File: src/common/osi_pkg.sv
// Package of constants and types for the output status indication block
package osi_pkg;
  // Register byte offsets
  localparam logic [7:0] OSI_OFF_CTRL = 8'h00;
  localparam logic [7:0] OSI_OFF_FREQ = 8'h04;
  localparam logic [7:0] OSI_OFF_TERM = 8'h08;
  localparam logic [7:0] OSI_OFF_CH0 = 8'h0c;
  localparam logic [7:0] OSI_OFF_CH1 = 8'h10;
  localparam logic [7:0] OSI_OFF_CH2 = 8'h14;
  localparam logic [7:0] OSI_OFF_EVENT = 8'h18;
  localparam logic [7:0] OSI_OFF_STAT = 8'h1c;
  localparam logic [7:0] OSI_OFF_MASK = 8'h20;
  // Control register bit positions
  localparam int OSI_CTRL_FAULT = 0;
  localparam int OSI_CTRL_TMO = 1;
  localparam int OSI_CTRL_BOOT = 2;
  localparam int OSI_CTRL_UPLD = 3;
  // Event strobe bit positions
  localparam int OSI_EV_ADDR = 0;
  localparam int OSI_EV_BAUD = 1;
  localparam int OSI_EV_PAR = 2;
  localparam int OSI_EV_RTMO = 3;
  // Status bit positions
  localparam int OSI_ST_CH0 = 0;
  localparam int OSI_ST_CFG = 3;
  localparam int OSI_ST_FAULT = 4;
  localparam int OSI_ST_TMO = 5;
  localparam int OSI_ST_W = 6;
  // Frequency reset value and legal range
  localparam logic [3:0] OSI_FREQ_RST = 4'h1;
  localparam logic [3:0] OSI_FREQ_MIN = 4'h1;
  localparam logic [3:0] OSI_FREQ_MAX = 4'h8;
  // Timing constants
  localparam int OSI_CLK_MHZ = 100;
  localparam int OSI_BLINK_MS = 100;
  localparam int OSI_BLINK_CYC = OSI_BLINK_MS * 1000 * OSI_CLK_MHZ;
  localparam int OSI_CHG_MS = 1000;
  localparam int OSI_CHG_CYC = OSI_CHG_MS * 1000 * OSI_CLK_MHZ;
  localparam int OSI_ACT_MS = 20;
  localparam int OSI_ACT_CYC = OSI_ACT_MS * 1000 * OSI_CLK_MHZ;
  // RGB lamp carrier
  typedef struct packed {
    logic red;
    logic green;
    logic blue;
  } osi_rgb_t;
  // Power-on sequence states
  typedef enum logic [2:0] {OSI_S_GREEN, OSI_S_RED, OSI_S_BLUE, OSI_S_RUN} osi_state_t;
endpackage : osi_pkg

File: src/logic/osi_pulse_stretch.sv
// Retriggerable pulse stretcher used for change and link activity blinks
module osi_pulse_stretch #(
  parameter int LEN = 1000
) (
  input wire logic aclk,
  input wire logic aresetn,
  input wire logic trig,
  output logic active
);
  localparam int W = $clog2(LEN + 1);
  logic [W-1:0] cnt_reg;
  logic [W-1:0] cnt_next;

  // Reload on trigger, else count down
  always_comb begin
    cnt_next = cnt_reg;
    if (trig) begin
      cnt_next = W'(LEN);
    end else if (cnt_reg != '0) begin
      cnt_next = cnt_reg - 1'b1;
    end
  end

  // Counter register
  always_ff @(posedge aclk) begin
    if (!aresetn) begin
      cnt_reg <= '0;
    end else begin
      cnt_reg <= cnt_next;
    end
  end

  assign active = (cnt_reg != '0);
endmodule : osi_pulse_stretch

File: src/logic/osi_top.sv
// Status lamp logic of a three-channel converter with AXI4-Lite registers
module osi_top #(
  parameter int BLINK_CYC = osi_pkg::OSI_BLINK_CYC,
  parameter int CHG_CYC = osi_pkg::OSI_CHG_CYC,
  parameter int ACT_CYC = osi_pkg::OSI_ACT_CYC
) (
  input wire logic aclk,
  input wire logic aresetn,
  input wire logic [7:0] s_axi_awaddr,
  input wire logic s_axi_awvalid,
  output logic s_axi_awready,
  input wire logic [31:0] s_axi_wdata,
  input wire logic [3:0] s_axi_wstrb,
  input wire logic s_axi_wvalid,
  output logic s_axi_wready,
  output logic [1:0] s_axi_bresp,
  output logic s_axi_bvalid,
  input wire logic s_axi_bready,
  input wire logic [7:0] s_axi_araddr,
  input wire logic s_axi_arvalid,
  output logic s_axi_arready,
  output logic [31:0] s_axi_rdata,
  output logic [1:0] s_axi_rresp,
  output logic s_axi_rvalid,
  input wire logic s_axi_rready,
  input wire logic tx_active_pin,
  input wire logic rx_active_pin,
  output osi_pkg::osi_rgb_t first_channel_lamp,
  output osi_pkg::osi_rgb_t second_channel_lamp,
  output osi_pkg::osi_rgb_t third_channel_lamp,
  output logic tx_lamp,
  output logic rx_lamp,
  output logic bus_terminator,
  output logic [3:0] pwm_freq_khz,
  output logic irq
);
  import osi_pkg::*;

  localparam int BW = $clog2(BLINK_CYC + 1);

  logic [3:0] ctrl_reg, ctrl_next;
  logic [3:0] freq_reg, freq_next;
  logic term_reg, term_next;
  logic [15:0] ch_reg [3];
  logic [15:0] ch_next [3];
  logic [2:0] cmd_reg, cmd_next;
  localparam int ST_W_L = OSI_ST_W;
  logic [ST_W_L-1:0] stat_reg, stat_next;
  logic [ST_W_L-1:0] mask_reg, mask_next;
  logic [3:0] wstrb_reg, wstrb_next;
  logic aw_got_reg, aw_got_next, w_got_reg, w_got_next, bvalid_reg, bvalid_next;
  logic [7:0] awaddr_reg, awaddr_next;
  logic [31:0] wdata_reg, wdata_next;
  logic rvalid_reg, rvalid_next;
  logic [31:0] rdata_reg, rdata_next;
  logic [1:0] bresp_reg, bresp_next, rresp_reg, rresp_next;
  logic wr_fire, aw_have, w_have;
  logic [2:0] ch_wr;
  logic [3:0] ev_wr;
  osi_state_t st_reg, st_next;
  logic [BW-1:0] bc_reg, bc_next;
  logic ph_reg, ph_next;
  logic [1:0] tx_s_reg, rx_s_reg;
  logic [3:0] ev_act;
  logic [2:0] ch_act;
  logic tx_act, rx_act;
  osi_rgb_t lamp [3];
  osi_rgb_t lamp_reg [3];

  // Address decode helper
  function automatic logic osi_mapped(input logic [7:0] a);
    osi_mapped = (a[1:0] == 2'b00) && (a <= OSI_OFF_MASK);
  endfunction : osi_mapped

  // Write channel: address and data taken in either order
  assign s_axi_awready = !aw_got_reg && !bvalid_reg;
  assign s_axi_wready = !w_got_reg && !bvalid_reg;
  assign aw_have = aw_got_reg || (s_axi_awvalid && s_axi_awready);
  assign w_have = w_got_reg || (s_axi_wvalid && s_axi_wready);
  assign wr_fire = aw_have && w_have && !bvalid_reg;
  always_comb begin
    aw_got_next = aw_got_reg;
    w_got_next = w_got_reg;
    awaddr_next = awaddr_reg;
    wdata_next = wdata_reg;
    wstrb_next = wstrb_reg;
    bvalid_next = bvalid_reg;
    bresp_next = bresp_reg;
    if (s_axi_awvalid && s_axi_awready) begin
      aw_got_next = 1'b1;
      awaddr_next = s_axi_awaddr;
    end
    if (s_axi_wvalid && s_axi_wready) begin
      w_got_next = 1'b1;
      wdata_next = s_axi_wdata;
      wstrb_next = s_axi_wstrb;
    end
    if (wr_fire) begin
      aw_got_next = 1'b0;
      w_got_next = 1'b0;
      bvalid_next = 1'b1;
      bresp_next = osi_mapped(awaddr_next) ? 2'b00 : 2'b10;
    end else if (bvalid_reg && s_axi_bready) begin
      bvalid_next = 1'b0;
    end
  end

  // Register writes and status flags
  always_comb begin
    ctrl_next = ctrl_reg;
    freq_next = freq_reg;
    term_next = term_reg;
    ch_next = ch_reg;
    cmd_next = cmd_reg;
    mask_next = mask_reg;
    stat_next = stat_reg;
    ch_wr = 3'b000;
    ev_wr = 4'h0;
    if (wr_fire && wstrb_next[0]) begin
      case (awaddr_next)
        OSI_OFF_CTRL: ctrl_next = wdata_next[3:0];
        OSI_OFF_FREQ: begin
          if (wdata_next[3:0] >= OSI_FREQ_MIN && wdata_next[3:0] <= OSI_FREQ_MAX && wdata_next[31:4] == '0) begin
            freq_next = wdata_next[3:0];
          end
        end
        OSI_OFF_TERM: term_next = wdata_next[0];
        OSI_OFF_EVENT: ev_wr = wdata_next[3:0];
        OSI_OFF_MASK: mask_next = wdata_next[ST_W_L-1:0];
        default: ;
      endcase
    end
    if (wr_fire && (wstrb_next[1:0] == 2'b11)) begin
      for (int i = 0; i < 3; i++) begin
        if (awaddr_next == OSI_OFF_CH0 + 8'(4 * i)) begin
          ch_wr[i] = 1'b1;
          ch_next[i] = wdata_next[15:0];
          cmd_next[i] = 1'b1;
        end
      end
    end
    // Write one to clear, new events win
    if (wr_fire && awaddr_next == OSI_OFF_STAT && wstrb_next[0]) begin
      stat_next = stat_reg & ~wdata_next[ST_W_L-1:0];
    end
    stat_next[2:0] = stat_next[2:0] | ch_wr;
    stat_next[OSI_ST_CFG] = stat_next[OSI_ST_CFG] | (|ev_wr);
    stat_next[OSI_ST_FAULT] = stat_next[OSI_ST_FAULT] | (ctrl_next[OSI_CTRL_FAULT] & ~ctrl_reg[OSI_CTRL_FAULT]);
    stat_next[OSI_ST_TMO] = stat_next[OSI_ST_TMO] | (ctrl_next[OSI_CTRL_TMO] & ~ctrl_reg[OSI_CTRL_TMO]);
  end

  // Read channel
  assign s_axi_arready = !rvalid_reg;
  always_comb begin
    rvalid_next = rvalid_reg;
    rdata_next = rdata_reg;
    rresp_next = rresp_reg;
    if (s_axi_arvalid && s_axi_arready) begin
      rvalid_next = 1'b1;
      rresp_next = osi_mapped(s_axi_araddr) ? 2'b00 : 2'b10;
      case (s_axi_araddr)
        OSI_OFF_CTRL: rdata_next = {28'h0, ctrl_reg};
        OSI_OFF_FREQ: rdata_next = {28'h0, freq_reg};
        OSI_OFF_TERM: rdata_next = {31'h0, term_reg};
        OSI_OFF_CH0: rdata_next = {16'h0, ch_reg[0]};
        OSI_OFF_CH1: rdata_next = {16'h0, ch_reg[1]};
        OSI_OFF_CH2: rdata_next = {16'h0, ch_reg[2]};
        OSI_OFF_EVENT: rdata_next = {25'h0, (st_reg == OSI_S_RUN), tx_act, rx_act, ev_act};
        OSI_OFF_STAT: rdata_next = {26'h0, stat_reg};
        OSI_OFF_MASK: rdata_next = {26'h0, mask_reg};
        default: rdata_next = 32'h0;
      endcase
    end else if (rvalid_reg && s_axi_rready) begin
      rvalid_next = 1'b0;
    end
  end

  assign s_axi_bvalid = bvalid_reg;
  assign s_axi_bresp = bresp_reg;
  assign s_axi_rvalid = rvalid_reg;
  assign s_axi_rdata = rdata_reg;
  assign s_axi_rresp = rresp_reg;
  assign irq = |(stat_reg & mask_reg);
  assign bus_terminator = term_reg;
  assign pwm_freq_khz = freq_reg;

  // Blink timebase and power-on sequence
  always_comb begin
    bc_next = bc_reg;
    ph_next = ph_reg;
    st_next = st_reg;
    if (bc_reg == BW'(BLINK_CYC - 1)) begin
      bc_next = '0;
      ph_next = !ph_reg;
      if (ph_reg) begin
        case (st_reg)
          OSI_S_GREEN: st_next = OSI_S_RED;
          OSI_S_RED: st_next = OSI_S_BLUE;
          OSI_S_BLUE: st_next = OSI_S_RUN;
          OSI_S_RUN: st_next = OSI_S_RUN;
          default: st_next = OSI_S_GREEN;
        endcase
      end
    end else begin
      bc_next = bc_reg + 1'b1;
    end
  end

  // Retriggerable change and activity blinks
  for (genvar g = 0; g < 4; g++) begin : g_ev
    osi_pulse_stretch #(.LEN(CHG_CYC)) u_ev (
      .aclk(aclk), .aresetn(aresetn), .trig(ev_wr[g]), .active(ev_act[g]));
  end
  for (genvar g = 0; g < 3; g++) begin : g_ch
    osi_pulse_stretch #(.LEN(CHG_CYC)) u_ch (
      .aclk(aclk), .aresetn(aresetn), .trig(ch_wr[g]), .active(ch_act[g]));
  end
  osi_pulse_stretch #(.LEN(ACT_CYC)) u_tx (
    .aclk(aclk), .aresetn(aresetn), .trig(tx_s_reg[1]), .active(tx_act));
  osi_pulse_stretch #(.LEN(ACT_CYC)) u_rx (
    .aclk(aclk), .aresetn(aresetn), .trig(rx_s_reg[1]), .active(rx_act));

  // Lamp priority selection
  always_comb begin
    for (int i = 0; i < 3; i++) begin
      lamp[i] = '0;
      if (st_reg != OSI_S_RUN) begin
        lamp[i].green = ph_reg && st_reg == OSI_S_GREEN;
        lamp[i].red = ph_reg && st_reg == OSI_S_RED;
        lamp[i].blue = ph_reg && st_reg == OSI_S_BLUE;
      end else if (ctrl_reg[OSI_CTRL_UPLD]) begin
        lamp[i].blue = ph_reg;
      end else if (ctrl_reg[OSI_CTRL_BOOT]) begin
        lamp[i].blue = ph_reg && i < 2;
      end else if (|ev_act) begin
        lamp[i].blue = ph_reg && ((i == 0 && ev_act[OSI_EV_ADDR]) || (i == 1 && ev_act[OSI_EV_BAUD]) ||
          (i == 2 && ev_act[OSI_EV_PAR]) || (i > 0 && ev_act[OSI_EV_RTMO]));
      end else if (ctrl_reg[OSI_CTRL_TMO]) begin
        lamp[i].red = ph_reg;
        lamp[i].green = ph_reg;
      end else if (ctrl_reg[OSI_CTRL_FAULT]) begin
        lamp[i].red = 1'b1;
      end else if (!cmd_reg[i] || ch_reg[i] == 16'h0) begin
        lamp[i].red = !ch_act[i] || ph_reg;
        lamp[i].green = !ch_act[i] || ph_reg;
      end else begin
        lamp[i].green = !ch_act[i] || ph_reg;
      end
    end
  end

  assign tx_lamp = !(tx_act && ph_reg);
  assign rx_lamp = rx_act && ph_reg;
  assign first_channel_lamp = lamp_reg[0];
  assign second_channel_lamp = lamp_reg[1];
  assign third_channel_lamp = lamp_reg[2];

  // All state registers
  always_ff @(posedge aclk) begin
    if (!aresetn) begin
      ctrl_reg <= '0;
      freq_reg <= OSI_FREQ_RST;
      term_reg <= 1'b0;
      ch_reg <= '{default: 16'h0};
      cmd_reg <= '0;
      stat_reg <= '0;
      mask_reg <= '0;
      aw_got_reg <= 1'b0;
      w_got_reg <= 1'b0;
      awaddr_reg <= '0;
      wdata_reg <= '0;
      wstrb_reg <= '0;
      bvalid_reg <= 1'b0;
      bresp_reg <= 2'b00;
      rvalid_reg <= 1'b0;
      rdata_reg <= '0;
      rresp_reg <= 2'b00;
      st_reg <= OSI_S_GREEN;
      bc_reg <= '0;
      ph_reg <= 1'b0;
      tx_s_reg <= 2'b00;
      rx_s_reg <= 2'b00;
      lamp_reg <= '{default: '0};
    end else begin
      ctrl_reg <= ctrl_next;
      freq_reg <= freq_next;
      term_reg <= term_next;
      ch_reg <= ch_next;
      cmd_reg <= cmd_next;
      stat_reg <= stat_next;
      mask_reg <= mask_next;
      aw_got_reg <= aw_got_next;
      w_got_reg <= w_got_next;
      awaddr_reg <= awaddr_next;
      wdata_reg <= wdata_next;
      wstrb_reg <= wstrb_next;
      bvalid_reg <= bvalid_next;
      bresp_reg <= bresp_next;
      rvalid_reg <= rvalid_next;
      rdata_reg <= rdata_next;
      rresp_reg <= rresp_next;
      st_reg <= st_next;
      bc_reg <= bc_next;
      ph_reg <= ph_next;
      tx_s_reg <= {tx_s_reg[0], tx_active_pin};
      rx_s_reg <= {rx_s_reg[0], rx_active_pin};
      lamp_reg <= lamp;
    end
  end

  // Assertions
  property p_upload_blue;
    @(posedge aclk) disable iff (!aresetn)
      (st_reg == OSI_S_RUN && ctrl_reg[OSI_CTRL_UPLD]) |=> (lamp_reg[2].blue == $past(ph_reg) && !lamp_reg[2].red);
  endproperty
  a_upload_blue: assert property (p_upload_blue) else $error("upload lamp wrong");
  property p_boot_third_off;
    @(posedge aclk) disable iff (!aresetn)
      (st_reg == OSI_S_RUN && ctrl_reg[OSI_CTRL_BOOT] && !ctrl_reg[OSI_CTRL_UPLD]) |=> (lamp_reg[2] == '0);
  endproperty
  a_boot_third_off: assert property (p_boot_third_off) else $error("boot third lamp lit");
  property p_fault_red;
    @(posedge aclk) disable iff (!aresetn)
      (st_reg == OSI_S_RUN && ctrl_reg == 4'h1 && ev_act == 4'h0) |=> (lamp_reg[1].red && !lamp_reg[1].green);
  endproperty
  a_fault_red: assert property (p_fault_red) else $error("fault not red");
  property p_ch_flag;
    @(posedge aclk) disable iff (!aresetn) ch_wr[0] |=> stat_reg[OSI_ST_CH0] && ch_act[0];
  endproperty
  a_ch_flag: assert property (p_ch_flag) else $error("channel write not flagged");
  property p_term;
    @(posedge aclk) disable iff (!aresetn)
      (wr_fire && awaddr_next == OSI_OFF_TERM && wstrb_next[0]) |=> bus_terminator == $past(wdata_next[0]);
  endproperty
  a_term: assert property (p_term) else $error("terminator not applied");
  property p_freq_range;
    @(posedge aclk) disable iff (!aresetn) pwm_freq_khz >= OSI_FREQ_MIN && pwm_freq_khz <= OSI_FREQ_MAX;
  endproperty
  a_freq_range: assert property (p_freq_range) else $error("pwm frequency out of range");
  property p_rx_follow;
    @(posedge aclk) disable iff (!aresetn) rx_s_reg[1] |=> rx_act;
  endproperty
  a_rx_follow: assert property (p_rx_follow) else $error("rx activity not seen");
  property p_seq_green_first;
    @(posedge aclk) disable iff (!aresetn) (st_reg == OSI_S_GREEN) |=> !lamp_reg[0].red && !lamp_reg[0].blue;
  endproperty
  a_seq_green_first: assert property (p_seq_green_first) else $error("startup colour wrong");
endmodule : osi_top

File: config.mk
export PLATFORM = sky130hd
export DESIGN_NAME = osi_top
export DESIGN_NICKNAME = d
export VERILOG_FILES = /design/src/common/osi_pkg.sv /design/src/logic/osi_pulse_stretch.sv /design/src/logic/osi_top.sv
export SDC_FILE = /design/constraint.sdc
export NUM_CORES = 1
export LEC_CHECK = 0
export ABC_AREA = 1
export BUFFER_PORTS_ARGS = -buffer_cell sky130_fd_sc_hd__buf_2
export CORE_UTILIZATION = 30
export CTS_CLUSTER_DIAMETER = 30
export DETAILED_ROUTE_END_ITERATION = 12
export GPL_TIMING_DRIVEN = 1
export HOLD_SLACK_MARGIN = 0.05
export PLACE_DENSITY = 0.42
export SYNTH_ARGS = -nofsm -noshare
export SYNTH_HDL_FRONTEND = slang
export SYNTH_SLANG_ARGS = --single-unit
File: constraint.sdc
create_clock -name aclk -period 2.61 [get_ports aclk]
set_clock_uncertainty 0.15 [all_clocks]
set_input_delay 0.1305 -clock aclk [delete_from_list [all_inputs] [get_ports aclk]]
set_output_delay 0.1305 -clock aclk [all_outputs]
set_load 0.05 [all_outputs]
==> flow_summary.toml <==
[outcome]
status = "completed"

[worst_setup_path]
worstSetupStartpoint = "u_rx.cnt_reg[0]$_SDFFE_PP0P_"
path_max_fanout = 8
crit_required_ns = 2.33
reg2reg_from = "s_axi_bvalid$_SDFFE_PN0P_"
cpMostUsedCell = "nand2_1"
cpPeakStageDelay_ns = 0.34
cp.arrival_ns = 2.18
cp-end-kind = "output pin"
start_kind = "register"
path_buf_inv = 4
cp_slowest_cell = "dfxtp_1"
path_delay_family = "buffers and inverters"
crit_type = "register to output pin"
critical_path.cell_chain = "inv_4 -> ha_2 -> nand2_1 -> nor3_2 -> nand3_2 -> buf_12 -> nand2_1 -> inv_1 -> clkbuf_4"

[routing]
vias = 20910
firstDrtPassIters = 5
wl_per_cell_um = 15.1
viasPerCell = 4.70
wirelength_mm = 67.1
drtIter0Drc = 1214
drc = 0
highest_layer = "met4"
wl_met2_mm = 30.3
routed-wl-met3_mm = 2.87
antenna_left = 0
m1WireLength_mm = 32.0

[final_layout]
largest_reg_flops = 108
instances_no_fill = 4445
fin_nets = 3500
final_common_cell = "nand2_1"
syn_to_final_growth_pct = 33.0
drive_gt1_share_pct = 13.4
layout_common_cells = "nand2_1, nor2_1, dfxtp_1, inv_1, a21oi_1"
nFillCells = 7398

[floorplan]
start_util_pct = 30.5
dieWidth_um = 267
dieArea_um2 = 71000
ioPinCount = 119
row_count = 96
die_h_um = 267
core-area_um2 = 68900

[clocking]
htreeDepth = 3
clock_path_buffers = 3
cts_sinks = 407
numCtsBuffers = 117
clk_latency_ns = 0.65
cts_root_buf = "clkbuf_16"
cts_tree = "done"
path_clk_slew_ns = 0.04

[power]
switchingPower_mw = 16.1
total_power_mw = 40.7
internal_power_mw = 24.5
power_frac_comb_pct = 40.8
leakagePower_nw = 13.0
p_seq_share_pct = 22.8
power_density_nw_per_um2 = 1460
power_frac_clock_pct = 36.3
ir_drop_mv = 0.633
p_sw_share_pct = 39.6

[placed_design]
post-place-cells = 4137
routabilityCongestion = 0.855
post-dp-hpwl_mm = 49.4
port_buffers = 98

[global_routing]
overflow = 0
grt_first_pass_wirelength_mm = 108
grt_pass1_vias = 20704
grt_usage_pct = 19.0
grt_max_degree = 44
antenna_found_initial = 1

[timing]
worstMarginPinSlew_ns = 0.620
hold_viol = 0
finalSetupTns_ns = 0
finalMaxSlewViolations = 0
fmax_ghz = 0.406
fin_crit_ns = 2.46
finalCritPeriodShare_pct = 94.4
finalSetupViolations = 0
slew_headroom_pct = 58.4
rsz0062_at_grt = "no"

[job]
maxCapViolCount = 0

[hold_path]
min_from = "s_axi_araddr[6]"
worstHoldPathType = "primary input to register"

[yosys]
mappedNetlistArea_um2 = 21000
syn_area_per_cell_um2 = 6.74
synth_cells = 3116
yosysSeqAreaShare_pct = 38.8
synth_cell_types = 50
ys_warn_count = 0
ys_ff_latch = 407
## worst min-delay path: cells and delay by family
family	cells	cell delay, ns
AOI/OAI and AO/OA	2	0.22
buffers and inverters	1	0.08
and+or+nand+nor	5	0.44
## cell usage after synthesis (all sizes together)
master	count	area, um2
nand2	697	2680
nor2	594	2310
dfxtp	407	8150
inv	376	1410
a21oi	220	1130
nand3	174	946
o21ai	108	574
nand4	84	526
xor2	80	701
nor3	71	383
buf	55	368
nand3b	53	398
clkbuf	36	135
xnor2	30	263
ha	19	238
or2	17	106
a31oi	15	93.8
nor4	14	87.6
a31o	11	96.3
nor3b	8	60.1
o21a	8	60.1
o22ai	7	43.8
o21bai	6	45.0
a211oi	4	30.0
o211ai	4	30.0
and2	3	18.8
and3	3	18.8
o221ai	3	26.3
or3	3	18.8
o31ai	2	15.0
a221oi	1	8.76
a22oi	1	7.51
clkinv	1	3.75
conb	1	3.75
## power by group through the flow
| stage | combinational (mW) | clock [mW] | sequential (mW) |
|---|---|---|---|
| after floorplan | 12.4 | 0 | 8.95 |
| after global placement | 16.1 | 0 | 9.34 |
| after detailed placement | 16.2 | 0 | 9.34 |
| after CTS | 16.5 | 15.0 | 9.27 |
| after global routing | 18.9 | 15.4 | 9.52 |
| final | 16.6 | 14.8 | 9.29 |
## routing by layer
metal | up-vias | global-route usage, %
li1 | 10634 | -
met1 | 9728 | 25.1
met2 | 424 | 30.8
met3 | 124 | 3.37
met4 | 0 | 7.05
met5 | - | 0
## layout make-up
cell class                 instances  area, um2  share of cell area (%)
multi-input combinational       2258      11000                    39.6
sequential                       407       8150                    29.2
clock buffer                     167       3390                    12.1
timing repair buffer             259       2000                    7.15
inverter                         377       1430                    5.11
tap                              931       1160                    4.17
clock inverter                    45        752                    2.69
antenna                            1       2.50                 0.00896
## worst paths after layout
check | depth (start not counted) | endpoint | slack, ns
setup / recovery | 9 | rx_lamp | 0.15
hold / removal | 8 | s_axi_rdata[0]$_SDFFE_PN0P_ | 0.12
setup reg to reg | 8 | wdata_reg[6]$_SDFF_PN0_ | 0.20
hold reg to reg | 2 | rx_s_reg[1]$_SDFF_PN0_ | 0.27
## per-stage QoR
step | utilization (%) | setup WS (ns) | hold slack (ns) | area [um2]
floorplan | - | 0.165 | 0.0781 | 21100
global placement | 33.0 | 0.171 | 0.171 | 22800
global route | 40.5 | 0.00358 | 0.172 | 27900
detailed placement | 33.0 | 0.101 | 0.179 | 22800
finish | 40.5 | 0.146 | 0.117 | 27900
CTS | 40.4 | 0.0152 | 0.0773 | 27900
## cells by family after synthesis
group | after synthesis | share of synthesized area, %
flip-flops | 407 | 38.8
AND/OR/NAND/NOR | 1721 | 36.0
XOR/XNOR | 110 | 4.59
adder cells (fa/ha/maj) | 19 | 1.13
other | 1 | 0.0179
AO/OA/AOI/OAI | 390 | 10.3
buffers and inverters | 468 | 9.14
## what timing repair did
action	CTS	global route
pin swaps	0	1
resized for setup	3	17
endpoints found under the setup margin	1	68
hold buffers	93	0
buffers inserted	1	1
endpoints found under the hold margin	141	0
Note: power is estimated with default switching activity, not from simulation.
